### src/fsrb_pkg.sv
// Constants, register map and types of the fault status register bank
package fsrb_pkg;

  //////////////////////////////////////////////////////////////////////////////
  // Serial frame layout
  localparam int FRAME_W = 16;
  localparam int ADDR_W = 4;
  localparam int DATA_W = 8;
  localparam int CNT_W = 5;
  localparam int FRAME_WR_BIT = 15;
  localparam int FRAME_ADDR_LSB = 8;
  localparam logic [CNT_W-1:0] FRAME_BITS = 5'h10;
  localparam logic [CNT_W-1:0] CNT_MAX = 5'h1f;

  //////////////////////////////////////////////////////////////////////////////
  // Register offsets
  localparam logic [ADDR_W-1:0] REG_DRV_BASE = 4'h7;
  localparam logic [ADDR_W-1:0] REG_O2H = 4'h7;
  localparam logic [ADDR_W-1:0] REG_IGN1 = 4'h8;
  localparam logic [ADDR_W-1:0] REG_IGN2 = 4'h9;
  localparam logic [ADDR_W-1:0] REG_WDOG = 4'ha;
  localparam logic [ADDR_W-1:0] REG_VRS = 4'hb;
  localparam logic [ADDR_W-1:0] REG_SUP = 4'hd;
  localparam logic [ADDR_W-1:0] REG_ONOFF = 4'he;
  localparam logic [ADDR_W-1:0] REG_ID = 4'hf;

  //////////////////////////////////////////////////////////////////////////////
  // Field positions
  localparam int N_DRV = 3;
  localparam int BIT_SUM = 7;
  localparam int BIT_OL = 3;
  localparam int BIT_OC = 2;
  localparam int BIT_ISO_OT = 0;
  localparam int BIT_CLAMP_N = 1;
  localparam int BIT_CLAMP_P = 2;
  localparam int PEAK_LSB = 4;
  localparam int PEAK_W = 4;
  localparam int BIT_VP_GND = 0;
  localparam int BIT_VP_OT = 1;
  localparam int BIT_VP_BAT = 2;
  localparam int BIT_SPI_ERR = 3;
  localparam int BIT_BATSW = 4;
  localparam int BIT_PWREN = 5;
  localparam int BIT_KEYSW = 6;
  localparam int WD_TIMER_W = 7;

  //////////////////////////////////////////////////////////////////////////////
  // Reset values
  localparam logic [DATA_W-1:0] REG_RESET = 8'h00;
  localparam logic [N_DRV-1:0] PD_EN_RESET = 3'h7;

  //////////////////////////////////////////////////////////////////////////////
  // Timing
  localparam int CLK_HZ = 40_000_000;
  localparam int OL_FILT_MIN_US = 100;
  localparam int OL_FILT_MAX_US = 450;
  // Least time, rounded up to whole cycles
  localparam int OL_FILT_CYC = (OL_FILT_MIN_US * (CLK_HZ / 1_000) + 999) / 1_000;

  //////////////////////////////////////////////////////////////////////////////
  // Serial slave state, Gray coded
  typedef enum logic [1:0] {
    FSRB_IDLE = 2'b00,
    FSRB_SHIFT = 2'b01
  } fsrb_spi_state_t;

endpackage : fsrb_pkg

### src/fsrb_ol_filter.sv
// Open-load filter delay timer restarted by chip select release
`timescale 1ns/1ps
module fsrb_ol_filter #(
  parameter int CYCLES = fsrb_pkg::OL_FILT_CYC
) (
  // Clock and reset
  input wire logic clk_in,
  input wire logic sys_rst_in,
  // Control
  input wire logic restart_in,
  // Status
  output logic expired_out
);
  import fsrb_pkg::*;

  localparam int CW = $clog2(CYCLES + 1);
  localparam logic [CW-1:0] LAST = CW'(CYCLES - 1);

  logic [CW-1:0] cnt_q;

  // Timer also runs from reset so detection starts without a first frame
  always_ff @(posedge clk_in) begin
    if (sys_rst_in) begin
      cnt_q <= '0;
      expired_out <= 1'b0;
    end else if (restart_in) begin
      cnt_q <= '0;
      expired_out <= 1'b0;
    end else if (!expired_out) begin
      if (cnt_q == LAST) begin
        expired_out <= 1'b1;
      end else begin
        cnt_q <= cnt_q + 1'b1;
      end
    end
  end

endmodule : fsrb_ol_filter

### src/fsrb_spi_slave.sv
// Serial slave: pin synchronisers, 16-bit frame shifter, frame checks
`timescale 1ns/1ps
module fsrb_spi_slave (
  // Clock and reset
  input wire logic clk_in,
  input wire logic sys_rst_in,
  // Serial pins
  input wire logic sclk_in,
  input wire logic mosi_in,
  input wire logic select_bar_pin_in,
  output logic miso_out,
  output logic miso_oe_n_out,
  // Frame side
  input wire logic [fsrb_pkg::FRAME_W-1:0] tx_word_in,
  output logic [fsrb_pkg::FRAME_W-1:0] rx_word_out,
  output logic frame_valid_out,
  output logic frame_err_out,
  output logic cs_rise_out
);
  import fsrb_pkg::*;

  logic [2:0] sclk_q;
  logic [2:0] csb_q;
  logic [1:0] mosi_q;
  logic sclk_rise;
  logic sclk_fall;
  logic cs_fall;
  logic cs_rise;
  fsrb_spi_state_t state_q;
  logic [CNT_W-1:0] cnt_q;
  logic [FRAME_W-1:0] rx_q;
  logic [FRAME_W-1:0] tx_q;

  //////////////////////////////////////////////////////////////////////////////
  // Synchronisers; stage 0 feeds only stage 1
  always_ff @(posedge clk_in) begin
    if (sys_rst_in) begin
      sclk_q <= 3'h0;
      csb_q <= 3'h7;
      mosi_q <= 2'h0;
    end else begin
      sclk_q <= {sclk_q[1:0], sclk_in};
      csb_q <= {csb_q[1:0], select_bar_pin_in};
      mosi_q <= {mosi_q[0], mosi_in};
    end
  end

  assign sclk_rise = sclk_q[1] & ~sclk_q[2];
  assign sclk_fall = ~sclk_q[1] & sclk_q[2];
  assign cs_fall = ~csb_q[1] & csb_q[2];
  assign cs_rise = csb_q[1] & ~csb_q[2];

  //////////////////////////////////////////////////////////////////////////////
  // Frame state
  always_ff @(posedge clk_in) begin
    if (sys_rst_in) begin
      state_q <= FSRB_IDLE;
    end else begin
      case (state_q)
        FSRB_IDLE: if (cs_fall) state_q <= FSRB_SHIFT;
        FSRB_SHIFT: if (cs_rise) state_q <= FSRB_IDLE;
        default: state_q <= FSRB_IDLE;
      endcase
    end
  end

  //////////////////////////////////////////////////////////////////////////////
  // Receive shifter, mode 0: sample on rising clock
  always_ff @(posedge clk_in) begin
    if (sys_rst_in) begin
      rx_q <= '0;
      cnt_q <= '0;
    end else if (cs_fall) begin
      cnt_q <= '0;
    end else if (state_q == FSRB_SHIFT && sclk_rise) begin
      rx_q <= {rx_q[FRAME_W-2:0], mosi_q[1]};
      if (cnt_q != CNT_MAX) cnt_q <= cnt_q + 1'b1;
    end
  end

  //////////////////////////////////////////////////////////////////////////////
  // Transmit shifter, changes on falling clock
  always_ff @(posedge clk_in) begin
    if (sys_rst_in) begin
      tx_q <= '0;
      miso_out <= 1'b0;
      miso_oe_n_out <= 1'b1;
    end else if (cs_fall) begin
      tx_q <= tx_word_in;
      miso_out <= tx_word_in[FRAME_W-1];
      miso_oe_n_out <= 1'b0;
    end else if (cs_rise) begin
      miso_oe_n_out <= 1'b1;
    end else if (state_q == FSRB_SHIFT && sclk_fall) begin
      tx_q <= {tx_q[FRAME_W-2:0], 1'b0};
      miso_out <= tx_q[FRAME_W-2];
    end
  end

  //////////////////////////////////////////////////////////////////////////////
  // Frame end: only an exact 16-bit frame is acted on
  always_ff @(posedge clk_in) begin
    if (sys_rst_in) begin
      rx_word_out <= '0;
      frame_valid_out <= 1'b0;
      frame_err_out <= 1'b0;
      cs_rise_out <= 1'b0;
    end else begin
      cs_rise_out <= cs_rise;
      frame_valid_out <= cs_rise && state_q == FSRB_SHIFT && cnt_q == FRAME_BITS;
      frame_err_out <= cs_rise && state_q == FSRB_SHIFT && cnt_q != FRAME_BITS;
      if (cs_rise) rx_word_out <= rx_q;
    end
  end

endmodule : fsrb_spi_slave

### src/fsrb_top.sv
// Fault status register bank with off-state open-load detection
`timescale 1ns/1ps
module fsrb_top #(
  parameter logic [fsrb_pkg::DATA_W-1:0] MODEL_REV_ID = 8'h00, // Value is arbitrary
  parameter int OL_FILT_CYCLES = fsrb_pkg::OL_FILT_CYC
) (
  // Clock and reset
  input wire logic clk_in,
  input wire logic sys_rst_in,
  // Serial pins
  input wire logic sclk_in,
  input wire logic mosi_in,
  input wire logic select_bar_pin_in,
  output logic miso_out,
  output logic miso_oe_n_out,
  // Output drivers: heater, ignition one, ignition two
  input wire logic [fsrb_pkg::N_DRV-1:0] open_load_cmp_in,
  input wire logic [fsrb_pkg::N_DRV-1:0] over_current_in,
  input wire logic [fsrb_pkg::N_DRV-1:0] drv_off_cmd_in,
  input wire logic [fsrb_pkg::N_DRV-1:0] pd_dis_cmd_in,
  input wire logic sleep_in,
  output logic [fsrb_pkg::N_DRV-1:0] pd_en_out,
  // Speed sensor and K-line conditions
  input wire logic [fsrb_pkg::PEAK_W-1:0] vrs_peak_in,
  input wire logic vrs_clamp_p_in,
  input wire logic vrs_clamp_n_in,
  input wire logic iso_over_temp_in,
  // Supply conditions
  input wire logic keysw_in,
  input wire logic pwren_in,
  input wire logic batsw_in,
  input wire logic vp_short_bat_in,
  input wire logic vp_over_temp_in,
  input wire logic vp_short_gnd_in,
  // Internal logic state
  input wire logic wd_enable_in,
  input wire logic [fsrb_pkg::WD_TIMER_W-1:0] wd_timer_in,
  input wire logic [fsrb_pkg::DATA_W-1:0] on_off_in
);
  import fsrb_pkg::*;

  localparam int SYNC_W = 2 * N_DRV + PEAK_W + 9;

  logic [SYNC_W-1:0] raw;
  logic [SYNC_W-1:0] sync1_q;
  logic [SYNC_W-1:0] sync2_q;
  logic [N_DRV-1:0] ol_cmp_s;
  logic [N_DRV-1:0] oc_s;
  logic [PEAK_W-1:0] peak_s;
  logic clamp_p_s;
  logic clamp_n_s;
  logic iso_ot_s;
  logic keysw_s;
  logic pwren_s;
  logic batsw_s;
  logic vp_bat_s;
  logic vp_ot_s;
  logic vp_gnd_s;

  logic [FRAME_W-1:0] rx_word;
  logic [FRAME_W-1:0] tx_word;
  logic frame_valid;
  logic frame_err;
  logic cs_rise;
  logic filt_expired;
  logic [ADDR_W-1:0] resp_addr_q;
  logic [DATA_W-1:0] rd_data;

  logic [N_DRV-1:0] pd_en_q;
  logic [N_DRV-1:0] drv_ol_q;
  logic [N_DRV-1:0] drv_oc_q;
  logic [N_DRV-1:0] drv_sum_q;
  logic [N_DRV-1:0] ol_present;
  logic [N_DRV-1:0] ol_event;
  logic iso_ot_q;
  logic [3:0] sup_q;
  logic sys_sum_q;
  logic [3:0] sup_event;
  logic any_event;
  logic any_present;
  logic [DATA_W-1:0] vrs_clr;
  logic [DATA_W-1:0] sup_clr;

  // Bits that a write of zero asks to clear, for one register
  function automatic logic [DATA_W-1:0] clr_mask(input logic valid,
                                                 input logic [FRAME_W-1:0] word,
                                                 input logic [ADDR_W-1:0] addr);
    logic hit;
    hit = valid && word[FRAME_WR_BIT] && word[FRAME_ADDR_LSB +: ADDR_W] == addr;
    clr_mask = hit ? ~word[DATA_W-1:0] : REG_RESET;
  endfunction : clr_mask

  //////////////////////////////////////////////////////////////////////////////
  // Pin conditions pass two flip-flops before use
  assign raw = {open_load_cmp_in, over_current_in, vrs_peak_in, vrs_clamp_p_in,
                vrs_clamp_n_in, iso_over_temp_in, keysw_in, pwren_in, batsw_in,
                vp_short_bat_in, vp_over_temp_in, vp_short_gnd_in};

  always_ff @(posedge clk_in) begin
    if (sys_rst_in) begin
      sync1_q <= '0;
      sync2_q <= '0;
    end else begin
      sync1_q <= raw;
      sync2_q <= sync1_q;
    end
  end

  assign {ol_cmp_s, oc_s, peak_s, clamp_p_s, clamp_n_s, iso_ot_s, keysw_s, pwren_s,
          batsw_s, vp_bat_s, vp_ot_s, vp_gnd_s} = sync2_q;

  //////////////////////////////////////////////////////////////////////////////
  // Serial link and filter timer
  fsrb_spi_slave u_spi (
    .clk_in(clk_in),
    .sys_rst_in(sys_rst_in),
    .sclk_in(sclk_in),
    .mosi_in(mosi_in),
    .select_bar_pin_in(select_bar_pin_in),
    .miso_out(miso_out),
    .miso_oe_n_out(miso_oe_n_out),
    .tx_word_in(tx_word),
    .rx_word_out(rx_word),
    .frame_valid_out(frame_valid),
    .frame_err_out(frame_err),
    .cs_rise_out(cs_rise)
  );

  fsrb_ol_filter #(
    .CYCLES(OL_FILT_CYCLES)
  ) u_filter (
    .clk_in(clk_in),
    .sys_rst_in(sys_rst_in),
    .restart_in(cs_rise),
    .expired_out(filt_expired)
  );

  //////////////////////////////////////////////////////////////////////////////
  // Pull-down sources
  always_ff @(posedge clk_in) begin
    if (sys_rst_in) begin
      pd_en_q <= PD_EN_RESET;
    end else begin
      pd_en_q <= ~(pd_dis_cmd_in | {N_DRV{sleep_in}});
    end
  end

  assign pd_en_out = pd_en_q;

  //////////////////////////////////////////////////////////////////////////////
  // Driver fault registers; only open-load and overcurrent exist here
  generate
    for (genvar i = 0; i < N_DRV; i++) begin : g_drv
      localparam logic [ADDR_W-1:0] ADDR = REG_DRV_BASE + ADDR_W'(i);
      logic [DATA_W-1:0] clr;
      assign clr = clr_mask(frame_valid, rx_word, ADDR);
      // One comparator per output, live only while commanded off
      assign ol_present[i] = ol_cmp_s[i] & drv_off_cmd_in[i] & pd_en_q[i];
      assign ol_event[i] = ol_present[i] & filt_expired;

      always_ff @(posedge clk_in) begin
        if (sys_rst_in) begin
          drv_ol_q[i] <= 1'b0;
          drv_oc_q[i] <= 1'b0;
          drv_sum_q[i] <= 1'b0;
        end else begin
          // Disabled pull-down forces the open-load bit low, a new event wins over a clear
          if (!pd_en_q[i]) begin
            drv_ol_q[i] <= 1'b0;
          end else if (ol_event[i]) begin
            drv_ol_q[i] <= 1'b1;
          end else if (clr[BIT_OL] && !ol_present[i]) begin
            drv_ol_q[i] <= 1'b0;
          end
          if (oc_s[i]) begin
            drv_oc_q[i] <= 1'b1;
          end else if (clr[BIT_OC]) begin
            drv_oc_q[i] <= 1'b0;
          end
          if (ol_event[i] || oc_s[i]) begin
            drv_sum_q[i] <= 1'b1;
          end else if (clr[BIT_SUM] && !ol_present[i]) begin
            drv_sum_q[i] <= 1'b0;
          end
        end
      end
    end
  endgenerate

  //////////////////////////////////////////////////////////////////////////////
  // Sensor and supply registers
  assign vrs_clr = clr_mask(frame_valid, rx_word, REG_VRS);
  assign sup_clr = clr_mask(frame_valid, rx_word, REG_SUP);
  assign sup_event = {frame_err, vp_bat_s, vp_ot_s, vp_gnd_s};
  assign any_event = |{sup_event, iso_ot_s, ol_event, oc_s};
  assign any_present = |{vp_bat_s, vp_ot_s, vp_gnd_s, iso_ot_s, ol_present, oc_s};

  always_ff @(posedge clk_in) begin
    if (sys_rst_in) begin
      iso_ot_q <= 1'b0;
    end else if (iso_ot_s) begin
      iso_ot_q <= 1'b1;
    end else if (vrs_clr[BIT_ISO_OT]) begin
      iso_ot_q <= 1'b0;
    end
  end

  // Each supply bit clears only while its own condition is gone
  always_ff @(posedge clk_in) begin
    if (sys_rst_in) begin
      sup_q <= 4'h0;
    end else begin
      sup_q <= sup_event | (sup_q & ~(sup_clr[3:0] & ~sup_event));
    end
  end

  // System summary waits until no fault condition remains anywhere
  always_ff @(posedge clk_in) begin
    if (sys_rst_in) begin
      sys_sum_q <= 1'b0;
    end else if (any_event) begin
      sys_sum_q <= 1'b1;
    end else if (sup_clr[BIT_SUM] && !any_present) begin
      sys_sum_q <= 1'b0;
    end
  end

  //////////////////////////////////////////////////////////////////////////////
  // Read side: response carries the register addressed by the previous valid frame
  always_ff @(posedge clk_in) begin
    if (sys_rst_in) begin
      resp_addr_q <= REG_ID;
    end else if (frame_valid) begin
      resp_addr_q <= rx_word[FRAME_ADDR_LSB +: ADDR_W];
    end
  end

  // Unused positions are constant zero and have no storage
  always_comb begin
    rd_data = REG_RESET;
    case (resp_addr_q)
      REG_O2H, REG_IGN1, REG_IGN2: begin
        for (int i = 0; i < N_DRV; i++) begin
          if (resp_addr_q == REG_DRV_BASE + ADDR_W'(i)) begin
            rd_data[BIT_SUM] = drv_sum_q[i];
            rd_data[BIT_OL] = drv_ol_q[i] & pd_en_q[i];
            rd_data[BIT_OC] = drv_oc_q[i];
          end
        end
      end
      REG_WDOG: rd_data = {wd_enable_in, wd_timer_in};
      REG_VRS: begin
        rd_data[PEAK_LSB +: PEAK_W] = peak_s;
        rd_data[BIT_CLAMP_P] = clamp_p_s;
        rd_data[BIT_CLAMP_N] = clamp_n_s;
        rd_data[BIT_ISO_OT] = iso_ot_q;
      end
      REG_SUP: begin
        rd_data[BIT_SUM] = sys_sum_q;
        rd_data[BIT_KEYSW] = keysw_s;
        rd_data[BIT_PWREN] = pwren_s;
        rd_data[BIT_BATSW] = batsw_s;
        rd_data[3:0] = sup_q;
      end
      REG_ONOFF: rd_data = on_off_in;
      REG_ID: rd_data = MODEL_REV_ID;
      default: rd_data = REG_RESET;
    endcase
  end

  assign tx_word = {4'h0, resp_addr_q, rd_data};

endmodule : fsrb_top

### config.mk
export PLATFORM = sky130hd
export DESIGN_NAME = fsrb_top
export DESIGN_NICKNAME = d
export VERILOG_FILES = /design/src/fsrb_pkg.sv /design/src/fsrb_ol_filter.sv /design/src/fsrb_spi_slave.sv /design/src/fsrb_top.sv
export SDC_FILE = /design/constraint.sdc
export NUM_CORES = 1
export LEC_CHECK = 0
export BUFFER_PORTS_ARGS = -buffer_cell sky130_fd_sc_hd__buf_2
export CAP_MARGIN = 20
export CELL_PAD_IN_SITES_DETAIL_PLACEMENT = 2
export CELL_PAD_IN_SITES_GLOBAL_PLACEMENT = 2
export CORE_MARGIN = 2
export CORE_UTILIZATION = 40
export CTS_CLUSTER_SIZE = 14
export DETAILED_ROUTE_END_ITERATION = 12
export GPL_ROUTABILITY_DRIVEN = 0
export PLACE_DENSITY_LB_ADDON = 0.12
export SLEW_MARGIN = 20
export SYNTH_ARGS = -nofsm -noshare
export SYNTH_HDL_FRONTEND = slang
export SYNTH_SLANG_ARGS = --single-unit
### constraint.sdc
create_clock -name clk_in -period 4 [get_ports clk_in]
set_input_delay 0.6 -clock clk_in [delete_from_list [all_inputs] [get_ports clk_in]]
set_output_delay 0.6 -clock clk_in [all_outputs]
set_load 0.03 [all_outputs]
## Yosys cells after proc, flatten, opt, wreduce, memory -nomap -nowiden

Cells that the tools add are included.

| cells by class | value |
|---|---|
| $lt $le $gt $ge | 0 |
| add/sub/neg operators | 2 |
| bitwise operators | 35 |
| reduce and logical (&&, ||, !) cells | 53 |
| equality and inequality tests | 20 |
| divide/modulo/power cells | 0 |
| $mul | 0 |
| mux-type cells | 48 |
| shift operators | 0 |

Operators by type and width:

| kind | number |
|---|---|
| $eq A4 B4 Y1 const B | 10 |
| $mux W12 | 3 |
| $mux W8 | 4 |
| $mux W1 | 30 |
| $reduce_bool A2 Y1 | 13 |
| $logic_and A1 B1 Y1 | 18 |
| $and A1 B1 Y1 | 16 |
| $add A12 B1 Y12 const B | 1 |
| $eq A12 B12 Y1 const B | 1 |
| $pmux W3 S4 | 1 |
| $reduce_and A2 Y1 | 6 |
| $not A1 Y1 | 11 |
| $reduce_or A11 Y1 | 1 |
| $mux W2 | 5 |
| $ne A5 B5 Y1 const B | 2 |
| $pmux W1 S5 | 2 |
| $reduce_or A10 Y1 | 1 |
| $reduce_or A2 Y1 | 5 |
| $and A4 B4 Y4 | 2 |
| $eq A4 B3 Y1 const B | 2 |
| $not A4 Y4 | 2 |
| $not A8 Y8 | 1 |
| $pmux W2 S4 | 1 |
| $ne A2 B1 Y1 const B | 3 |
| 12 further kinds | 17 |

| storage, ports and cells | value |
|---|---|
| output and inout port bits | 5 |
| flip-flop bits (word level) | 140 |
| memories | 0 |
| latch bits | 0 |
| input bits | 47 |
| bits in read-only memories | 0 |
| memory bits (writable) | 0 |

## Longest topological paths before layout

Gate-level depths: netlist of the first run.

| depth | value |
|---|---|
| depth after elaboration | 7 |
| depth in mapped cells | 8 |
| mapped depth without buffers | 7 |

## Cells and area by module

A second synthesis of the first run with hierarchy kept.

| second synthesis, totals | value |
|---|---|
| cells, all modules | 566 |
| area, all modules | 5546.6 µm² |

Modules (own cells, without submodules):

| module | area each (µm²) | cells an instance | instances | sequential area each (µm²) |
|---|---|---|---|---|
| fsrb_spi_slave | 2636.3 | 266 | 1 | 1321.3 |
| fsrb_top | 2322.2 | 237 | 1 | 1201.2 |
| fsrb_ol_filter | 588.1 | 63 | 1 | 260.2 |

## Worst setup path before layout of the first run

Ideal clock, no wire load.

| timing | value |
|---|---|
| kind | register to register |
| start point | register u_spi.cnt_q[0] |
| end point | register u_spi.cnt_q[3] |
| stages on the path, launching flop included | 9 |
| clock period less this slack | 1.678 ns |
| slack | 2.322 ns |
| arrival time | 1.555 ns |
| cell sequence | dfxtp_1 ha_1 and3_1 ha_1 nor4bb_1 buf_2 nand4_1 xor2_1 nor2_1 |

| between the ends | value |
|---|---|
| cells in the longest elaborated chain, start to end | 2 |
| elaborated cells on any way between the ends | 3 |
| those cells by class | 1 x add/sub; 1 x eq/ne; 1 x reduce/logical |

Ends and longest elaborated chain:

| item | line | RTL |
|---|---|---|
| start, declared | fsrb_spi_slave.sv:30 | `logic [CNT_W-1:0] cnt_q;` |
| start signal, assigned | fsrb_spi_slave.sv:77 | `if (cnt_q != CNT_MAX) cnt_q <= cnt_q + 1'b1;` |
| branches (longest 2 deep; another with $add A5 B1 Y5) | n/a |  |

Parallel ways; which one is timed is not known.
A chain may end at the register's enable or synchronous reset.

## Final worst setup path of the first run

| timing | value |
|---|---|
| start point | register resp_addr_q[0] |
| end point | register u_spi.tx_q[2] |

| between the ends | value |
|---|---|
| cells in the longest elaborated chain, start to end | 6 |
| elaborated cells on any way between the ends | 13 |
| those cells by class | 7 x eq/ne; 5 x mux; 1 x reduce/logical |

Ends and longest elaborated chain:

| item | line | RTL |
|---|---|---|
| start, declared | fsrb_top.sv:66 | `logic [ADDR_W-1:0] resp_addr_q;` |
| start signal, assigned | fsrb_top.sv:234 | `resp_addr_q <= rx_word[FRAME_ADDR_LSB +: ADDR_W];` |
| $eq A4 B3 Y1 | fsrb_top.sv:241, fsrb_top.sv:244 |  |
| $mux W2 (3 in series) | fsrb_top.sv:244 | `if (resp_addr_q == REG_DRV_BASE + ADDR_W'(i)) begin` |
| $pmux W1 S5 (*) | fsrb_top.sv:241 | `case (resp_addr_q)` |
| $mux W12 (*) | fsrb_spi_slave.sv:88 | `end else if (cs_fall) begin` |
| end signal, assigned | fsrb_spi_slave.sv:89 | `tx_q <= tx_word_in;` |
| end signal, assigned | fsrb_spi_slave.sv:95 | `tx_q <= {tx_q[FRAME_W-2:0], 1'b0};` |
| end, declared | fsrb_spi_slave.sv:32 | `logic [FRAME_W-1:0] tx_q;` |

Mark *: on every way between the ends. The rest lies on a longest branch, timed or not.

==> impl_metrics.csv, run 1 <==
group,metric,value,unit
routing,drt-total-wl,14760,um
logic_synthesis,syn_avg_cell_area,9.531,sq um
logic_synthesis,async_flop_share,0,
global_route,grt_pass1_wl,23510,um
floorplanning,die_area,0.01426,sq mm
final_layout,regArea,0.002663,sq mm
logic_synthesis,yosysUniqueCellTypes,64,
final_layout,nNetsFinal,653,
critical_path,slowest_delay,1.03,ns
clocking,root_buffer,"clkbuf_16",
logic_synthesis,synthesis.area,0.005328,sq mm
clocking,ctsResizeCount,0,
critical_path,arrival,2.52,ns
critical_path,crit_path_start_kind,"register",
floorplanning,die_y,119.4,um
logic_synthesis,synth_seq_cells,133,
floorplanning,pin_count,52,
clocking,clk_latency,0.42,ns
critical_path,crit_path_top_delay_cell,"dfxtp_1",
timing,fmax,447.1,MHz
critical_path,path_class,"reg -> reg",
critical_path,crit_fanout,29,
clocking,cts_tree,"done",
global_route,grt_pass1_vias,4518,
routing,drt_iter0_drc,163,
timing,fin_crit,2.237,ns
routing,wl_per_cell,18.73,um
timing,period_share,0.5591,
hold_path,hold_start,"select_bar_pin_in",
timing,report.final.slew_viol_count,0,
power_and_ir_drop,max-vdd-ir-drop,0.2777,mV
critical_path,crit_required,4.29,ns
hold_path,hold_class,"in -> reg",
final_layout,diodes,0,
logic_synthesis,syn_nets,613,
final_layout,fill_cells,1405,
final_layout,syn_to_final_growth,16.37,%
timing,tns,0,ns
timing,relSlewSlack,0.2822,
global_route,track_usage,0.2158,
power_and_ir_drop,power_density,470.2,mW/mm^2
power_and_ir_drop,p_leak,2.404,nW
critical_path,cpLargestDelayFamily,"flip-flops",
status,status,"finished clean",
clocking,ctsHoldBuffers,0,
critical_path,crit_buf_inv,0,
clocking,htreeDepth,4,
timing,rsz0062_at_grt,"no",
routing,via_per_inst,5.235,
global_route,grt_overflow,0,
floorplanning,start_util,0.4055,
logic_synthesis,synth_edf_count,0,
clocking,clkSinkCount,133,
timing,whs,0.3624,ns
final_layout,multi_input_area,0.002457,sq mm
floorplanning,core_area,0.01314,sq mm
run,cap_violations,0,
floorplanning,row_count,42,
routing,drtAntennaViolNets,0,
clocking,cts_setup_buffers,0,
routing,drc_errors,0,
logic_synthesis,synth_seq_area_share,0.4998,
logic_synthesis,ys.flop_type,"dfxtp_1",
clocking,clk_pin_slew,0.06,ns
floorplanning,die-width,119.4,um
global_route,grt_antenna_before_repair,0,
critical_path,path_cells,"nor2b_1 > a221o_1 > a31oi_1 > o22ai_1",
timing,worstMarginPinSlew,1.075,ns
clocking,cts_buffers,17,
global_route,grt_max_degree,62,
critical_path,critPathCaptureType,"register",
final_layout,drive_gt1_frac,0.1732,
routing,dr_total_vias,4125,
critical_path,cp-startpoint,"resp_addr_q[0]",
routing,first_pass_iters,4,
placement,hpwl,10040,um
timing,setup_viol,0,
clocking,clk_path_buf_depth,2,
logic_synthesis,synthCells,559,
timing,skew,0.006091,ns
critical_path,regToRegStartpoint,"resp_addr_q[0]",
timing,finalHoldViolations,0,
logic_synthesis,yosysWarnings,0,
placement,portBuffers,51,
[synthesized netlist by cell type (3+ instances only)]
master / count / area (sq um)
a211oi_1: 3 / 22.52
xnor2_1: 4 / 35.03
buf_6: 3 / 33.78
nand4_1: 4 / 25.02
nand2_1: 59 / 221.5
xor2_1: 6 / 52.55
ha_1: 7 / 87.58
nand3_1: 3 / 15.01
and3_1: 7 / 43.79
nand2b_1: 4 / 25.02
and3b_1: 3 / 26.28
buf_2: 11 / 55.05
inv_1: 16 / 60.06
a311oi_2: 3 / 45.04
nor2b_1: 50 / 312.8
mux2i_1: 33 / 330.3
nand3b_1: 15 / 112.6
nor4_1: 4 / 25.02
o21ai_0: 20 / 100.1
a21oi_1: 46 / 230.2
or2_2: 3 / 18.77
nor2_1: 46 / 172.7
dfxtp_1: 133 / 2663
a221o_1: 3 / 30.03
clkbuf_1: 15 / 56.30
or3_1: 4 / 25.02
[logic make-up (layout without fill, tap and decap cells)]
family,count (synthesis),count (layout),synth area share
DFF,133,133,0.4998
AOI/OAI and AO/OA,101,101,0.1261
buffers and inverters,48,101,0.04133
muxes,36,36,0.06905
adders and majority gates,7,7,0.01644
xor gates and xnor gates,10,10,0.01644
and+or+nand+nor,224,224,0.2309
[cell type report]
cell class                      count  area share
Clock buffer                       20     0.07205
Multi-Input combinational cell    378      0.3964
Clock inverter                     12     0.01352
Tap cell                          176     0.03552
Sequential cell                   133      0.4295
Inverter                           17     0.01029
Timing Repair Buffer               52     0.04278
[power breakdown]
part	switching [W]	internal (W)
logic	0.0000716	0.0000544
registers	0.0000229	0.00136
clock network	0.000599	0.000805
[state kept, by name (all words and copies together), names as in the netlist, 2 cells and up]
register           cells
u_spi.cnt_q            5
u_spi.tx_q            15
u_filter.cnt_q        12
drv_sum_q              3
u_spi.rx_word_out     10
u_spi.rx_q            16
sync2_q               19
drv_ol_q               3
resp_addr_q            4
u_spi.mosi_q           2
sync1_q               19
sup_q                  4
u_spi.csb_q            3
drv_oc_q               3
u_spi.sclk_q           3
pd_en_out              3
[layout by cell type, fill, tap and decap left out, types with 3 or more instances in the layout]
cell type / synthesis / routed
a311oi_2: 3 / 3
a221o_1: 3 / 3
o21ai_0: 20 / 20
nor4_1: 4 / 4
a211oi_1: 3 / 3
mux2i_1: 33 / 33
xor2_1: 6 / 6
clkbuf_16: 0 / 17
nand3b_1: 15 / 15
xnor2_1: 4 / 4
nand2_1: 59 / 59
and3b_1: 3 / 3
or2_2: 3 / 3
nor2b_1: 50 / 50
nor2_1: 46 / 46
clkinv_4: 0 / 5
clkinv_2: 0 / 5
inv_1: 16 / 16
and3_1: 7 / 7
dfxtp_1: 133 / 133
ha_1: 7 / 7
buf_2: 11 / 50
nand2b_1: 4 / 4
nand3_1: 3 / 3
a21oi_1: 46 / 46
nand4_1: 4 / 4
or3_1: 4 / 4
[worst paths after layout]
| kind | slack [ns] | cells after the start | endpoint |
|---|---|---|---|
| hold / removal | 0.36 | 2 | u_spi.csb_q[0] |
| setup reg to reg | 1.76 | 4 | u_spi.tx_q[2] |
| setup / recovery | 1.76 | 4 | u_spi.tx_q[2] |
| hold reg to reg | 0.41 | 1 | u_spi.csb_q[1] |
[routing by layer]
metal | GRT usage | vias up | share of wire
li1 | - | 2004 | -
met1 | 0.2625 | 2036 | 0.46
met2 | 0.3746 | 69 | 0.50
met3 | 0.04885 | 16 | 0.028
met4 | 0.07574 | 0 | 0.014
met5 | 0 | - | 0
[through the flow]
step	worst slack [ns]	area [sq um]	utilization	power (W)	instances
2_1_floorplan	2.322	5328	-	0.001484	559
3_3_place_gp	1.813	5657	0.4306	0.001531	756
3_5_place_dp	1.570	5663	0.4310	0.001540	756
4_1_cts	1.588	6193	0.4714	0.002946	788
5_1_grt	1.608	6200	0.4719	0.003023	788
6_report	1.763	6200	0.4719	0.002915	788
No activity file was read; power rests on OpenSTA's default activity.
==> run 2, diff against run 1 <==
CORE_UTILIZATION = 33   (was 40)
clock period = 2 ns   (was 4 ns; I/O delays follow)
==> run 2 against run 1 <==
Global-route usage fell by 3.1 points. Clock power up 130%. Highest routed layer unchanged. Critical path type unchanged. Sequential power grew 99%.
==> impl_metrics.csv, run 2 (synthesis gave the netlist of run 1 again) <==
group,metric,value,unit
final_layout,drive_gt1_frac,0.1965,
critical_path,crit_buf_inv,1,
critical_path,crit_path_start_kind,"register",
run,cap_violations,0,
timing,period_share,0.9206,
timing,skew,0.007068,ns
floorplanning,core_area,0.01583,sq mm
final_layout,final_cell_mix,"dfxtp_1 (132), nand2_1 (59), nor2b_1 (50), buf_2 (50)",
clocking,ctsResizeCount,0,
final_layout,largest_registers,"sync1_q: 19 flops, sync2_q: 19 flops, u_spi.rx_q: 16 flops",
clocking,cts_setup_buffers,0,
global_route,grt_pass1_wl,23830,um
final_layout,final_cells,842,
timing,rsz0062_at_grt,"no",
critical_path,cpLargestDelayFamily,"simple AND/OR/NAND/NOR gates",
clocking,cts_tree,"done",
clocking,clk_path_buf_depth,2,
placement,place_area,0.005824,sq mm
final_layout,diodes,0,
timing,relSlewSlack,0.5893,
timing,worstMarginPinSlew,0.6105,ns
timing,report.final.slew_viol_count,0,
critical_path,crit_required,2.29,ns
timing,finalHoldViolations,0,
clocking,ctsHoldBuffers,0,
critical_path,crit_path_top_delay_cell,"dfxtp_2",
floorplanning,start_util,0.3366,
clocking,htreeDepth,4,
clocking,root_buffer,"clkbuf_16",
global_route,grt_overflow,0,
critical_path,critPathCaptureType,"register",
routing,first_pass_iters,4,
timing,fmax,543.1,MHz
power_and_ir_drop,p_leak,2.516,nW
timing,fin_crit,1.841,ns
final_layout,final_core_util,0.4071,
routing,via_per_inst,4.973,
placement,post-place-cells,810,
floorplanning,die-width,131.1,um
global_route,grt_max_degree,58,
critical_path,slowest_delay,0.34,ns
timing,setup_viol,0,
clocking,cts_buffers,17,
clocking,clk_latency,0.42,ns
power_and_ir_drop,max-vdd-ir-drop,0.5776,mV
clocking,clk_pin_slew,0.06,ns
critical_path,cp_common_cell,"ha_1",
placement,portBuffers,51,
routing,drtAntennaViolNets,0,
floorplanning,row_count,46,
timing,tns,0,ns
floorplanning,pin_count,52,
final_layout,stdcell_area,0.006444,sq mm
hold_path,hold_class,"in -> reg",
routing,dr_total_vias,4187,
routing,drt_iter0_drc,193,
global_route,grt_antenna_before_repair,1,
final_layout,syn_to_final_growth,20.95,%
power_and_ir_drop,power_density,969.1,mW/mm^2
critical_path,crit_fanout,5,
floorplanning,die_area,0.01718,sq mm
clocking,clkSinkCount,133,
placement,hpwl,10880,um
final_layout,final_common_cell,"dfxtp_1",
status,status,"finished clean",
critical_path,path_cells,"ha_1 > and3_1 > ha_1 > nor4bb_4 > buf_4 > nand2_1 > xor2_1 > nor2_1",
final_layout,nNetsFinal,667,
routing,drc_errors,0,
floorplanning,die_y,131.1,um
global_route,track_usage,0.1853,
global_route,grt_pass1_vias,4438,
critical_path,path_class,"reg -> reg",
routing,wl_per_cell,17.79,um
critical_path,arrival,2.14,ns
routing,drt-total-wl,14980,um
## run 2: power by group
group	internal, W	switching (W)
sequential	0.00272	0.0000475
combinational	0.000118	0.000145
clock	0.00191	0.00130
## run 2: stage by stage
step                      hold WS [ns]  power, W  setup slack [ns]
after floorplan                 0.3831  0.002968            0.3221
after global placement          0.4219  0.003082            0.2041
after detailed placement        0.4302  0.003096           0.05484
after CTS                      0.04795  0.006345           0.01886
after global routing           0.05184  0.006502          0.004090
final                          0.06558  0.006244            0.1587
## run 2: final cells by class
type | instances | area (sq um)
Clock buffer | 18 | 439.2
Fill cell | 1756 | 9384
Tap cell | 216 | 270.3
Inverter | 17 | 63.81
Sequential cell | 133 | 2664
Multi-Input combinational cell | 378 | 2460
Clock inverter | 14 | 163.9
Timing Repair Buffer | 66 | 382.9
## run 2: worst paths after layout
path                    startpoint              to  slack [ns]  depth (start not counted)
setup reg to reg    u_spi.cnt_q[0]  u_spi.cnt_q[2]        0.16                          8
setup / recovery    u_spi.cnt_q[0]  u_spi.cnt_q[2]        0.16                          8
hold / removal    pd_dis_cmd_in[1]    pd_en_out[1]        0.07                          2
hold reg to reg        sync1_q[12]     sync2_q[12]        0.44                          1
## run 2: routing by layer
metal	vias up	global-route usage	routed length, um
met1	2072	0.2444	7325
met3	8	0.04343	454
met2	65	0.3051	7082
li1	2042	-	-
met5	-	0	0
met4	0	0.05069	116
